[src/logic/fes_consts.svh]
// offsets, command codes and timing figures of the erase sequencer
`ifndef FES_CONSTS_SVH
`define FES_CONSTS_SVH
`define FES_REG_CMD 6'h00
`define FES_REG_ADDR 6'h01
`define FES_REG_STAT 6'h02
`define FES_REG_RDATA 6'h03
`define FES_STAT_BUSY 0
`define FES_STAT_RB 1
`define FES_STAT_REFUSED 2
`define FES_STAT_WINDOW 3
`define FES_UNLOCK_A1 20'h0_0555
`define FES_UNLOCK_D1 16'h00AA
`define FES_UNLOCK_A2 20'h0_02AA
`define FES_UNLOCK_D2 16'h0055
`define FES_CMD_SETUP 16'h0080
`define FES_CMD_CHIP 16'h0010
`define FES_CMD_SECTOR 16'h0030
`define FES_CMD_SUSPEND 16'h00B0
`define FES_CMD_RESUME 16'h0030
`define FES_CMD_RESET 16'h00F0
`define FES_CLK_NS 20
`define FES_WIN_NS 50000
`define FES_WE_LOW_NS 35
`define FES_RD_ACC_NS 70
`define FES_HWRST_NS 500
`define FES_RST_DATA 16'h0000
`endif

[src/logic/fes_pkg.sv]
// types shared by the erase sequencer and its bus-cycle engine
package fes_pkg;
  typedef enum logic [3:0]
  {
    OP_NONE = 4'b0000,
    OP_CHIP = 4'b0001,
    OP_SECTOR = 4'b0010,
    OP_EXTRA = 4'b0011,
    OP_SUSPEND = 4'b0100,
    OP_RESUME = 4'b0101,
    OP_RESET = 4'b0110,
    OP_READ = 4'b0111,
    OP_HWRST = 4'b1000
  } fes_op_e;
  typedef enum logic [1:0]
  {
    ST_IDLE = 2'b00,
    ST_ISSUE = 2'b01,
    ST_WAIT = 2'b10,
    ST_HWRST = 2'b11
  } fes_st_e;
  typedef enum logic [1:0]
  {
    BC_IDLE = 2'b00,
    BC_SETUP = 2'b01,
    BC_PULSE = 2'b10,
    BC_HOLD = 2'b11
  } fes_bc_e;
  typedef struct packed {
    fes_bc_e st;
    logic rd;
    logic [7:0] cnt;
    logic [19:0] addr;
    logic [15:0] wdata;
    logic [15:0] rdata;
    logic [15:0] dq_s1;
    logic [15:0] dq_s2;
    logic done;
  } fes_bc_s;
  typedef struct packed {
    fes_st_e st;
    fes_op_e op;
    logic [2:0] step;
    logic [19:0] faddr;
    logic [15:0] rdata;
    logic refused;
    logic win;
    logic [15:0] gap;
    logic [15:0] rcnt;
    logic ap_valid;
    logic ap_wr;
    logic [5:0] ap_idx;
    logic [31:0] hrdata;
    logic rb_s1;
    logic rb_s2;
  } fes_ctl_s;
endpackage : fes_pkg

[src/logic/fes_bus_cycle.sv]
// one asynchronous write or read cycle on the flash pins
`timescale 1ns/100ps
`include "fes_consts.svh"
module fes_bus_cycle
  import fes_pkg::*;
#(
  parameter int WE_CYC = (`FES_WE_LOW_NS + `FES_CLK_NS - 1) / `FES_CLK_NS,
  parameter int RD_CYC = (`FES_RD_ACC_NS + `FES_CLK_NS - 1) / `FES_CLK_NS
)
(
  input wire logic clk,
  input wire logic sys_rst,
  input wire logic start,
  input wire logic is_read,
  input wire logic [19:0] addr,
  input wire logic [15:0] wdata,
  output logic done,
  output logic [15:0] rdata,
  output logic [19:0] flash_addr,
  output logic [15:0] flash_dq_o,
  output logic flash_dq_oe,
  input wire logic [15:0] flash_dq_i,
  output logic flash_ce_n,
  output logic flash_we_n,
  output logic flash_oe_n
);
  fes_bc_s r;
  fes_bc_s next_r;

  // reads keep oe low two extra cycles to cover the input synchroniser
  localparam logic [7:0] WE_LAST = 8'(WE_CYC - 1);
  localparam logic [7:0] RD_LAST = 8'(RD_CYC + 1);

  always_comb
  begin
    next_r = r;
    next_r.done = 1'b0;
    next_r.dq_s1 = flash_dq_i;
    next_r.dq_s2 = r.dq_s1;
    case (r.st)
      BC_IDLE:
      begin
        if (start)
        begin
          next_r.st = BC_SETUP;
          next_r.rd = is_read;
          next_r.addr = addr;
          next_r.wdata = wdata;
        end
      end
      BC_SETUP:
      begin
        next_r.st = BC_PULSE;
        next_r.cnt = 8'h00;
      end
      BC_PULSE:
      begin
        next_r.cnt = r.cnt + 8'h01;
        if (r.cnt == (r.rd ? RD_LAST : WE_LAST))
        begin
          next_r.st = BC_HOLD;
          if (r.rd)
          begin
            next_r.rdata = r.dq_s2;
          end
        end
      end
      BC_HOLD:
      begin
        next_r.st = BC_IDLE;
        next_r.done = 1'b1;
      end
      default:
      begin
        next_r.st = BC_IDLE;
      end
    endcase
  end

  always_ff @(posedge clk or posedge sys_rst)
  begin
    if (sys_rst)
    begin
      r <= '0;
    end
    else
    begin
      r <= next_r;
    end
  end

  assign done = r.done;
  assign rdata = r.rdata;
  assign flash_addr = r.addr;
  // the upper byte is driven but carries nothing in command cycles
  assign flash_dq_o = r.wdata;
  assign flash_dq_oe = !r.rd && (r.st != BC_IDLE);
  assign flash_ce_n = (r.st == BC_IDLE);
  assign flash_we_n = !(r.st == BC_PULSE && !r.rd);
  assign flash_oe_n = !(r.st == BC_PULSE && r.rd);

  AST_WE_INSIDE_CE: assert property (@(posedge clk) disable iff (sys_rst)
    !flash_we_n |-> !flash_ce_n && flash_oe_n)
    else $error("write strobe outside chip select");
  AST_CYCLE_DONE: assert property (@(posedge clk) disable iff (sys_rst)
    (start && r.st == BC_IDLE) |-> ##[3:12] done)
    else $error("bus cycle did not finish in time");
endmodule : fes_bus_cycle

[src/logic/fes_ctrl.sv]
// erase command sequencer: AHB-Lite register slave driving flash pins
//
// The register addresses and the AHB-Lite slave port were decided locally.
`timescale 1ns/100ps
`include "fes_consts.svh"
module fes_ctrl
  import fes_pkg::*;
#(
  parameter int WIN_CYC = `FES_WIN_NS / `FES_CLK_NS,
  parameter int HWRST_CYC = (`FES_HWRST_NS + `FES_CLK_NS - 1) / `FES_CLK_NS,
  parameter int WR_CYC = 6
)
(
  input wire logic clk,
  input wire logic sys_rst,
  input wire logic hsel,
  input wire logic [31:0] haddr,
  input wire logic [1:0] htrans,
  input wire logic hwrite,
  input wire logic [2:0] hsize,
  input wire logic [31:0] hwdata,
  input wire logic hready,
  output logic [31:0] hrdata,
  output logic hreadyout,
  output logic hresp,
  output logic [19:0] flash_addr,
  output logic [15:0] flash_dq_o,
  output logic flash_dq_oe,
  input wire logic [15:0] flash_dq_i,
  output logic flash_ce_n,
  output logic flash_we_n,
  output logic flash_oe_n,
  output logic flash_reset_n,
  input wire logic ready_busy_out
);
  fes_ctl_s r;
  fes_ctl_s next_r;
  logic cyc_start;
  logic cyc_read;
  logic cyc_done;
  logic [15:0] cyc_rdata;
  logic [35:0] cyc_word;

  // an extra sector must land well inside the window, allowing for the
  // time the write itself takes before its strobe edge
  localparam logic [15:0] GAP_LIMIT = 16'(WIN_CYC - WR_CYC);
  localparam logic [15:0] WIN_LAST = 16'(WIN_CYC);
  localparam logic [15:0] RST_LAST = 16'(HWRST_CYC - 1);

  function automatic logic [2:0] op_len(input fes_op_e op);
    case (op)
      OP_CHIP, OP_SECTOR: op_len = 3'd6;
      default: op_len = 3'd1;
    endcase
  endfunction : op_len

  function automatic logic [35:0] op_word(input fes_op_e op,
    input logic [2:0] step, input logic [19:0] sa);
    op_word = {20'h0_0000, `FES_RST_DATA};
    case (op)
      OP_CHIP, OP_SECTOR:
      begin
        case (step)
          3'd0, 3'd3: op_word = {`FES_UNLOCK_A1, `FES_UNLOCK_D1};
          3'd1, 3'd4: op_word = {`FES_UNLOCK_A2, `FES_UNLOCK_D2};
          3'd2: op_word = {`FES_UNLOCK_A1, `FES_CMD_SETUP};
          default: op_word = (op == OP_CHIP) ?
            {`FES_UNLOCK_A1, `FES_CMD_CHIP} : {sa, `FES_CMD_SECTOR};
        endcase
      end
      OP_EXTRA: op_word = {sa, `FES_CMD_SECTOR};
      OP_SUSPEND: op_word = {20'h0_0000, `FES_CMD_SUSPEND};
      OP_RESUME: op_word = {20'h0_0000, `FES_CMD_RESUME};
      OP_RESET: op_word = {20'h0_0000, `FES_CMD_RESET};
      OP_READ: op_word = {sa, 16'h0000};
      default: op_word = {20'h0_0000, `FES_RST_DATA};
    endcase
  endfunction : op_word

  always_comb
  begin
    next_r = r;
    next_r.rb_s1 = ready_busy_out;
    next_r.rb_s2 = r.rb_s1;
    // sector window age, counted from the end of the last erase write
    if (r.win)
    begin
      next_r.gap = r.gap + 16'h0001;
      if (r.gap >= WIN_LAST)
      begin
        next_r.win = 1'b0;
      end
    end
    // bus address phase
    next_r.ap_valid = hsel && hready && htrans[1];
    if (hsel && hready && htrans[1])
    begin
      next_r.ap_wr = hwrite;
      next_r.ap_idx = haddr[7:2];
      case (haddr[7:2])
        `FES_REG_ADDR: next_r.hrdata = {12'h000, r.faddr};
        `FES_REG_STAT: next_r.hrdata = {28'h000_0000, r.win, r.refused,
          r.rb_s2, r.st != ST_IDLE};
        `FES_REG_RDATA: next_r.hrdata = {16'h0000, r.rdata};
        default: next_r.hrdata = 32'h0000_0000;
      endcase
    end
    // bus data phase: register writes
    if (r.ap_valid && r.ap_wr)
    begin
      if (r.ap_idx == `FES_REG_ADDR)
      begin
        next_r.faddr = hwdata[19:0];
      end
      else if (r.ap_idx == `FES_REG_CMD)
      begin
        if (r.st != ST_IDLE)
        begin
          next_r.refused = 1'b1;
        end
        else if (fes_op_e'(hwdata[3:0]) == OP_EXTRA
          && (!r.win || r.gap >= GAP_LIMIT))
        begin
          next_r.refused = 1'b1;
        end
        else if (fes_op_e'(hwdata[3:0]) == OP_NONE || hwdata[3:0] > 4'h8)
        begin
          next_r.refused = 1'b1;
        end
        else
        begin
          next_r.refused = 1'b0;
          next_r.op = fes_op_e'(hwdata[3:0]);
          next_r.step = 3'd0;
          next_r.rcnt = 16'h0000;
          next_r.st = (fes_op_e'(hwdata[3:0]) == OP_HWRST) ?
            ST_HWRST : ST_ISSUE;
        end
      end
    end
    case (r.st)
      ST_IDLE:
      begin
      end
      ST_ISSUE:
      begin
        next_r.st = ST_WAIT;
      end
      ST_WAIT:
      begin
        if (cyc_done)
        begin
          if (r.op == OP_READ)
          begin
            next_r.rdata = cyc_rdata;
          end
          if (r.step == op_len(r.op) - 3'd1)
          begin
            next_r.st = ST_IDLE;
            if (r.op == OP_SECTOR || r.op == OP_EXTRA)
            begin
              next_r.win = 1'b1;
              next_r.gap = 16'h0000;
            end
            else if (r.op != OP_READ && r.op != OP_RESUME)
            begin
              next_r.win = 1'b0;
            end
          end
          else
          begin
            next_r.step = r.step + 3'd1;
            next_r.st = ST_ISSUE;
          end
        end
      end
      ST_HWRST:
      begin
        next_r.rcnt = r.rcnt + 16'h0001;
        next_r.win = 1'b0;
        if (r.rcnt == RST_LAST)
        begin
          next_r.st = ST_IDLE;
        end
      end
      default:
      begin
        next_r.st = ST_IDLE;
      end
    endcase
  end

  always_ff @(posedge clk or posedge sys_rst)
  begin
    if (sys_rst)
    begin
      r <= '0;
    end
    else
    begin
      r <= next_r;
    end
  end

  assign cyc_start = (r.st == ST_ISSUE);
  assign cyc_read = (r.op == OP_READ);
  assign cyc_word = op_word(r.op, r.step, r.faddr);
  assign hrdata = r.hrdata;
  assign hreadyout = 1'b1;
  assign hresp = 1'b0;
  assign flash_reset_n = (r.st != ST_HWRST);

  fes_bus_cycle u_cycle
  (
    .clk(clk),
    .sys_rst(sys_rst),
    .start(cyc_start),
    .is_read(cyc_read),
    .addr(cyc_word[35:16]),
    .wdata(cyc_word[15:0]),
    .done(cyc_done),
    .rdata(cyc_rdata),
    .flash_addr(flash_addr),
    .flash_dq_o(flash_dq_o),
    .flash_dq_oe(flash_dq_oe),
    .flash_dq_i(flash_dq_i),
    .flash_ce_n(flash_ce_n),
    .flash_we_n(flash_we_n),
    .flash_oe_n(flash_oe_n)
  );

  AST_CHIP_FIRST: assert property (@(posedge clk) disable iff (sys_rst)
    cyc_start && r.op == OP_CHIP && r.step == 3'd0
    |-> cyc_word == {`FES_UNLOCK_A1, `FES_UNLOCK_D1})
    else $error("chip erase does not open with unlock");
  AST_CHIP_LAST: assert property (@(posedge clk) disable iff (sys_rst)
    cyc_start && r.op == OP_CHIP && r.step == 3'd5
    |-> cyc_word[15:0] == `FES_CMD_CHIP && $past(r.step, 6) == 3'd4)
    else $error("chip erase sixth cycle wrong");
  AST_SETUP_CODE: assert property (@(posedge clk) disable iff (sys_rst)
    cyc_start && r.step == 3'd2 |-> cyc_word[15:0] == `FES_CMD_SETUP)
    else $error("third cycle is not the set-up command");
  AST_SECTOR_LAST: assert property (@(posedge clk) disable iff (sys_rst)
    cyc_start && r.op == OP_SECTOR && r.step == 3'd5
    |-> cyc_word == {r.faddr, `FES_CMD_SECTOR})
    else $error("sector erase sixth cycle wrong");
  AST_EXTRA_ONE: assert property (@(posedge clk) disable iff (sys_rst)
    cyc_start && r.op == OP_EXTRA |-> r.step == 3'd0
    && cyc_word[15:0] == `FES_CMD_SECTOR)
    else $error("extra sector not a single sector cycle");
  AST_EXTRA_GAP: assert property (@(posedge clk) disable iff (sys_rst)
    cyc_start && r.op == OP_EXTRA |-> r.gap < 16'(WIN_CYC) && r.win)
    else $error("extra sector issued outside the window");
  AST_WINDOW_CANCEL: assert property (@(posedge clk) disable iff (sys_rst)
    cyc_done && (r.op == OP_RESET || r.op == OP_CHIP || r.op == OP_SUSPEND)
    && r.step == op_len(r.op) - 3'd1 |=> !r.win)
    else $error("window survives a cancelling command");
  AST_HWRST_PULSE: assert property (@(posedge clk) disable iff (sys_rst)
    $fell(flash_reset_n) |-> !flash_reset_n[*3] ##1 !r.win)
    else $error("hardware reset pulse too short");
endmodule : fes_ctrl

[config.mk]
export PLATFORM = sky130hd
export DESIGN_NAME = fes_ctrl
export DESIGN_NICKNAME = d
export VERILOG_FILES = /design/src/logic/fes_pkg.sv /design/src/logic/fes_bus_cycle.sv /design/src/logic/fes_ctrl.sv
export VERILOG_INCLUDE_DIRS = /design/src /design/src/logic
export SDC_FILE = /design/constraint.sdc
export NUM_CORES = 1
export LEC_CHECK = 0
export BUFFER_PORTS_ARGS = -buffer_cell sky130_fd_sc_hd__clkbuf_2
export CAP_MARGIN = 15
export CELL_PAD_IN_SITES_DETAIL_PLACEMENT = 0
export CELL_PAD_IN_SITES_GLOBAL_PLACEMENT = 1
export CORE_MARGIN = 5
export CORE_UTILIZATION = 44
export DETAILED_ROUTE_END_ITERATION = 6
export PLACE_DENSITY_LB_ADDON = 0.3
export SKIP_LAST_GASP = 1
export SLEW_MARGIN = 30
export SYNTH_ARGS = -nofsm -noshare
export SYNTH_HDL_FRONTEND = slang
export SYNTH_SLANG_ARGS = --single-unit
[constraint.sdc]
create_clock -name clk -period 6.2 [get_ports clk]
set_input_delay 0.31 -clock clk [delete_from_list [all_inputs] [get_ports clk]]
set_output_delay 0.31 -clock clk [all_outputs]
set_load 0.01 [all_outputs]
After elaboration in Yosys (flattened, before gate mapping)
Index checks and enable logic that the tools add are counted.
Widths: inputs -> output; s select.

storage, ports and cells
  bits in registers = 217
  bits of input ports = 91
  output and inout bits = 75

cells by class
  $add $sub $neg = 5
  $lt $le $gt $ge = 3
  equal/unequal tests = 35
  mux-type cells = 47
  bitwise operators = 4
  reductions and logical operators = 35

operators with widths
  kind                   number
  $pmux 36 s6            1
  $mux 16                9
  $pmux 36 s3            1
  $pmux 20 s3            1
  $mux 17                3
  $mux 9                 5
  $mux 36                1
  $add 16x1->16 const B  2
  $ge 16x12->1 const B   2
  $mux 29                1
  $mux 3                 8
  $mux 20                1
  $eq 16x5->1 const B    1
  $eq 4x3->1 const B     4
  $pmux 8 s2             1
  $eq 4x2->1 const B     3
  $eq 6x1->1 const B     2
  $eq 6x2->1 const B     2
  $ne 2x1->1 const B     6
  $reduce_and 6->1       2
  $reduce_bool 2->1      5
  $reduce_and 3->1       3
  $add 8x1->8 const B    1
  $eq 2x2->1 const B     4
  28 further kinds       60

Depth between registers and ports, before layout
  depth after elaboration = 11
  mapped depth = 9
  depth with buffers taken out = 8

Modules after synthesis
From an unflattened synthesis, not the netlist that was laid out.

second synthesis, totals
  cells, all modules = 813
  area total of the unflattened synthesis = 9589.2 µm²

modules (own cells, without submodules)
  module         instances  cells an instance  area an instance (µm²)  seq. area each (µm²)
  fes_ctrl       1          544                5753.0                  2727.6
  fes_bus_cycle  1          269                3836.2                  2402.3

Least setup slack after synthesis
Ideal clock, no wire load.

  path type = register to register
  start point = register r[120] in the netlist's numbering
  end point = register r[56] in the netlist's numbering
  library setup time = 0.078 ns
  data arrival time = 1.953 ns
  required time = 6.122 ns
  setup slack = 4.169 ns
  cell stages (with the launch flop) = 8
  buffers on the path = 0
  clock period less this slack = 2.031 ns
  path through = dfrtp_1 -> ha_1 -> inv_1 -> nand2_1 -> o22ai_4 -> or2_4 -> or4_1 -> a21oi_1

between the ends
  longest elaborated chain between the ends = 3
  elaborated cells between the ends (all ways) = 10
  those cells by class = 5 x eq/ne; 1 x mux; 4 x reduce/logical

RTL lines
  element                                                           RTL line                          text
  start: declaration                                                fes_ctrl.sv:36                    fes_ctl_s r;
  start signal: assignment                                          fes_ctrl.sv:201                   r <= next_r;
  $eq 2x2->1 or $reduce_bool 2->1 (tied branches)                   fes_ctrl.sv:141, fes_ctrl.sv:117
  $ne 2x1->1 (no source line) or $reduce_bool 2->1 (tied branches)  --
  $reduce_and 6->1 (no source line)                                 --

Parallel ways exist; a longest one is shown, timed or not.
A chain may end at the register's enable or synchronous reset.

Worst setup path after layout
  start point = register r[112] in the netlist's numbering
  end point = register u_cycle.r (netlist bit u_cycle.flash_addr[3])

between the ends
  longest elaborated chain between the ends = 4
  elaborated cells between the ends (all ways) = 9
  those cells by class = 4 x eq/ne; 2 x mux; 3 x reduce/logical

RTL lines
  element                             RTL line             text
  $eq 3x1->1 (tied with other cells)  fes_ctrl.sv:63       case (step)
  $reduce_or 2->1                     fes_ctrl.sv:63
  $pmux 36 s3 *                       fes_ctrl.sv:63
  $pmux 36 s6 *                       fes_ctrl.sv:60       case (op)
  end signal: assignment              fes_bus_cycle.sv:88  r <= next_r;
  end: declaration                    fes_bus_cycle.sv:27  fes_bc_s r;

Every way passes the cells marked *; elsewhere a longest branch is shown, timed or not.

==> impl_metrics.ini <==
[setup_path]
endpoint_kind = flop
cpMostUsedCell = ha_1
crit_path_max_incr_delay_ns = 0.67
critPathLaunchType = flop
worst-path-buf-inv = 0
path_max_fanout = 10
crit_path_cell_trace = ha_1 > ha_1 > o21bai_1 > nor2_1 > a21oi_1 > nor3b_2 > a221o_1
cp_top_family = simple AND/OR/NAND/NOR gates
required_ns = 6.58
critPathLaunch = r[112]$_DFF_PP0_
worst_ep_arrival_time_ns = 2.75
timing.rr.start = r[112]$_DFF_PP0_
cpMaxStageDelayCell = nor3b_2
crit_type = flop to flop

[power]
pwr-share-comb_pct = 12.4
power.share.clock_pct = 39.5
p_sw_share_pct = 29.3
intPower_mw = 2.03
peakVddDrop_v = 0.000182
pwr-share-seq_pct = 48.1
power.total_mw = 2.87
switchingPower_uw = 842
p_per_area_nw_per_um2 = 284
p_leak_nw = 4.85

[floorplanning]
design.portCount = 166
core_um2 = 20200
die_height_um = 153
dieWidth_um = 153
die_area_um2 = 23400
start_util_pct = 44.6
rows = 52

[timing]
period_minus_slack_ns = 2.37
skew_ns = 0.0116
fin_setup_tns_ns = 0
hold-worst-slack_ns = -0.0327
finalMaxSlewViolations = 0
finalSetupViolations = 0
hold_viol_final = 7
max-slew-margin-rel_pct = 46.7
period_share_pct = 38.2
rsz0062_at_grt = false
fmax_mhz = 422
worst_pin_slew_ns = 0.797
fin_ws_ns = 3.83

[yosys]
synth_cell_types = 64
syn-instance-count = 801
syn_area_per_cell_um2 = 11.2
synthFlopType = dfrtp_1
postSynth.asyncResetShare_pct = 100
ys_ff_latch = 195
synth_area_um2 = 8990
yosysSeqAreaShare_pct = 54.3
synth_enable_flop_cells = 0
ys_warn_count = 0

[placed_design]
post-dp-hpwl_um = 12600
port_buffers = 101
place_ws_ns = 3.76
globalplace.congestion = 0.781

[detailed_routing]
route.vias.total = 5666
ant_nets = 0
routed_via_density = 4.94
drc = 0
drt_pass1_iterations = 4
wirelength_um = 17900
initialDrtViolationCount = 263
wire_per_inst_um = 15.6

[global_route]
antenna_found_initial = 0
grt_max_degree = 115
grt_pass1_wl_um = 29600
grt_overflow = 0
grt_pass1_vias = 5479
track_usage_pct = 15.7

[clock_tree]
clock_sinks = 195
tritoncts = done
clockBufferDepth = 2
clk_latency_ns = 0.43
cts_resized = 0
clkTransAtPathRegs_ns = 0.08
cts-root-buf = clkbuf_16
htree_levels = 4
numCtsBuffers = 17

[cells_and_area]
multi_input_area_um2 = 3420
diodes = 0
regArea_um2 = 4880
postLayoutCoreUtil_pct = 50.1
area_delta_synth_final_pct = 12.4
drive_gt1_share_pct = 25.4
nFillCells = 1862
nNetsFinal = 975

[hold_path]
hp-class = input port to async pin

[job]
maxCapViolations = 0

[outcome]
violations = negative hold slack
status = finished, violations left
-- registers in the layout, indices dropped and copies added, names as in the netlist --
signal	flops
next_r	1
u_cycle.r	27
u_cycle.rdata	16
u_cycle.done	1
u_cycle.flash_dq_o	6
u_cycle.flash_addr	20
u_cycle.next_r	16
hrdata	20
r	88
-- repair_timing --
action / in CTS / in global routing
buffers inserted: 0 / 0
endpoints found under the hold margin: 17 / 0
hold buffers: 17 / 0
-- per-stage QoR --
stage                     cells  area [µm²]  hold WS (ns)
final                      1147       10100       -0.0327
after global routing       1147       10100        0.0719
after CTS                  1147       10100        0.0458
after detailed placement   1098        9310         0.335
after global placement     1098        9310         0.332
after floorplan             821        9060         0.331
-- cells in the final DEF, fill, tap and decap left out, types with 16 or more instances in the layout --
master and instances:
ha_1 20, nor2_1 62, o21ai_0 40, mux2_2 62, conb_1 22, nand3_1 21, inv_1 29, clkbuf_2 101
a21oi_1 20, dlygate4sd3_1 17, dfrtp_1 195, nand2_1 74, mux2i_1 16, xnor2_1 16, clkbuf_16 17
-- logic make-up (layout without fill, tap and decap cells) --
logic type / count (synthesis) / after routing / synth area share (%)
mux: 82 / 82 / 10.1
fa+ha+maj: 20 / 20 / 2.78
buf+inv: 130 / 186 / 8.56
flops: 195 / 195 / 54.3
compound gates: 122 / 122 / 9.05
xor+xnor: 25 / 25 / 2.44
other cells: 2 / 22 / 0.0836
simple gates: 225 / 225 / 12.8
-- final timing paths --
| check | to | slack (ns) | depth (start not counted) |
|---|---|---|---|
| max | u_cycle.flash_addr[3]$_DFFE_PP0P_ | 3.83 | 7 |
| min | u_cycle.next_r[13]$_DFF_PP0_ | -0.03 | 2 |
| max reg2reg | u_cycle.flash_addr[3]$_DFFE_PP0P_ | 3.83 | 7 |
| min reg2reg | u_cycle.r[7]$_DFF_PP0_ | 0.35 | 0 |
| max in group asynchronous | r[95]$_DFFE_PP0P_ | 4.95 | 3 |
| min in group clk | r[101]$_DFFE_PP0P_ | 0.10 | 2 |
-- cell type report --
cell class | count | share of cell area [%]
clock buffer | 17 | 4.21
clock inverter | 15 | 1.98
inverter | 30 | 1.19
multi-input combinational | 496 | 33.8
sequential | 195 | 48.3
tap | 270 | 3.34
timing repair buffer | 124 | 7.17
-- power groups by stage --
stage	Sequential (mW)	Clock, mW	Combinational [mW]
after floorplan	1.39	0	0.283
final	1.38	1.13	0.357
after detailed placement	1.40	0	0.353
after global placement	1.40	0	0.348
after global routing	1.39	1.22	0.408
after CTS	1.38	1.16	0.364
-- Yosys cell counts (all sizes together), types with 2 or more instances --
cell / instances / area [µm²]
nor2b: 4 / 25.0
nor3: 13 / 70.1
inv: 30 / 113
ha: 20 / 250
o22ai: 3 / 32.5
or4: 5 / 37.5
clkbuf: 21 / 88.8
xnor2: 16 / 140
a22oi: 5 / 37.5
and4: 2 / 17.5
o21a: 4 / 30.0
and3: 9 / 63.8
o31ai: 9 / 67.6
nor4: 9 / 71.3
a21oi: 21 / 116
nand4: 9 / 71.3
nor2: 62 / 233
nand3: 21 / 105
a21o: 6 / 45.0
nand2b: 3 / 18.8
a221o: 2 / 20.0
buf: 79 / 568
o21ai: 41 / 205
and4bb: 2 / 25.0
o21bai: 3 / 22.5
xor2: 9 / 78.8
mux2: 66 / 743
or2: 5 / 33.8
nand2: 74 / 278
mux2i: 16 / 160
dfrtp: 195 / 4880
conb: 2 / 7.51
a31oi: 3 / 18.8
a22o: 15 / 131
-- routing by layer --
layer	wire length (µm)	vias up	GRT usage, %	part of all wire, %
met5	0	-	0	0
met3	602	18	3.68	3.4
met2	7930	95	23.4	44
met4	344	0	4.54	1.9
met1	9020	2747	23.0	50
li1	-	2806	-	-
(Power assumes the default switching activity.)
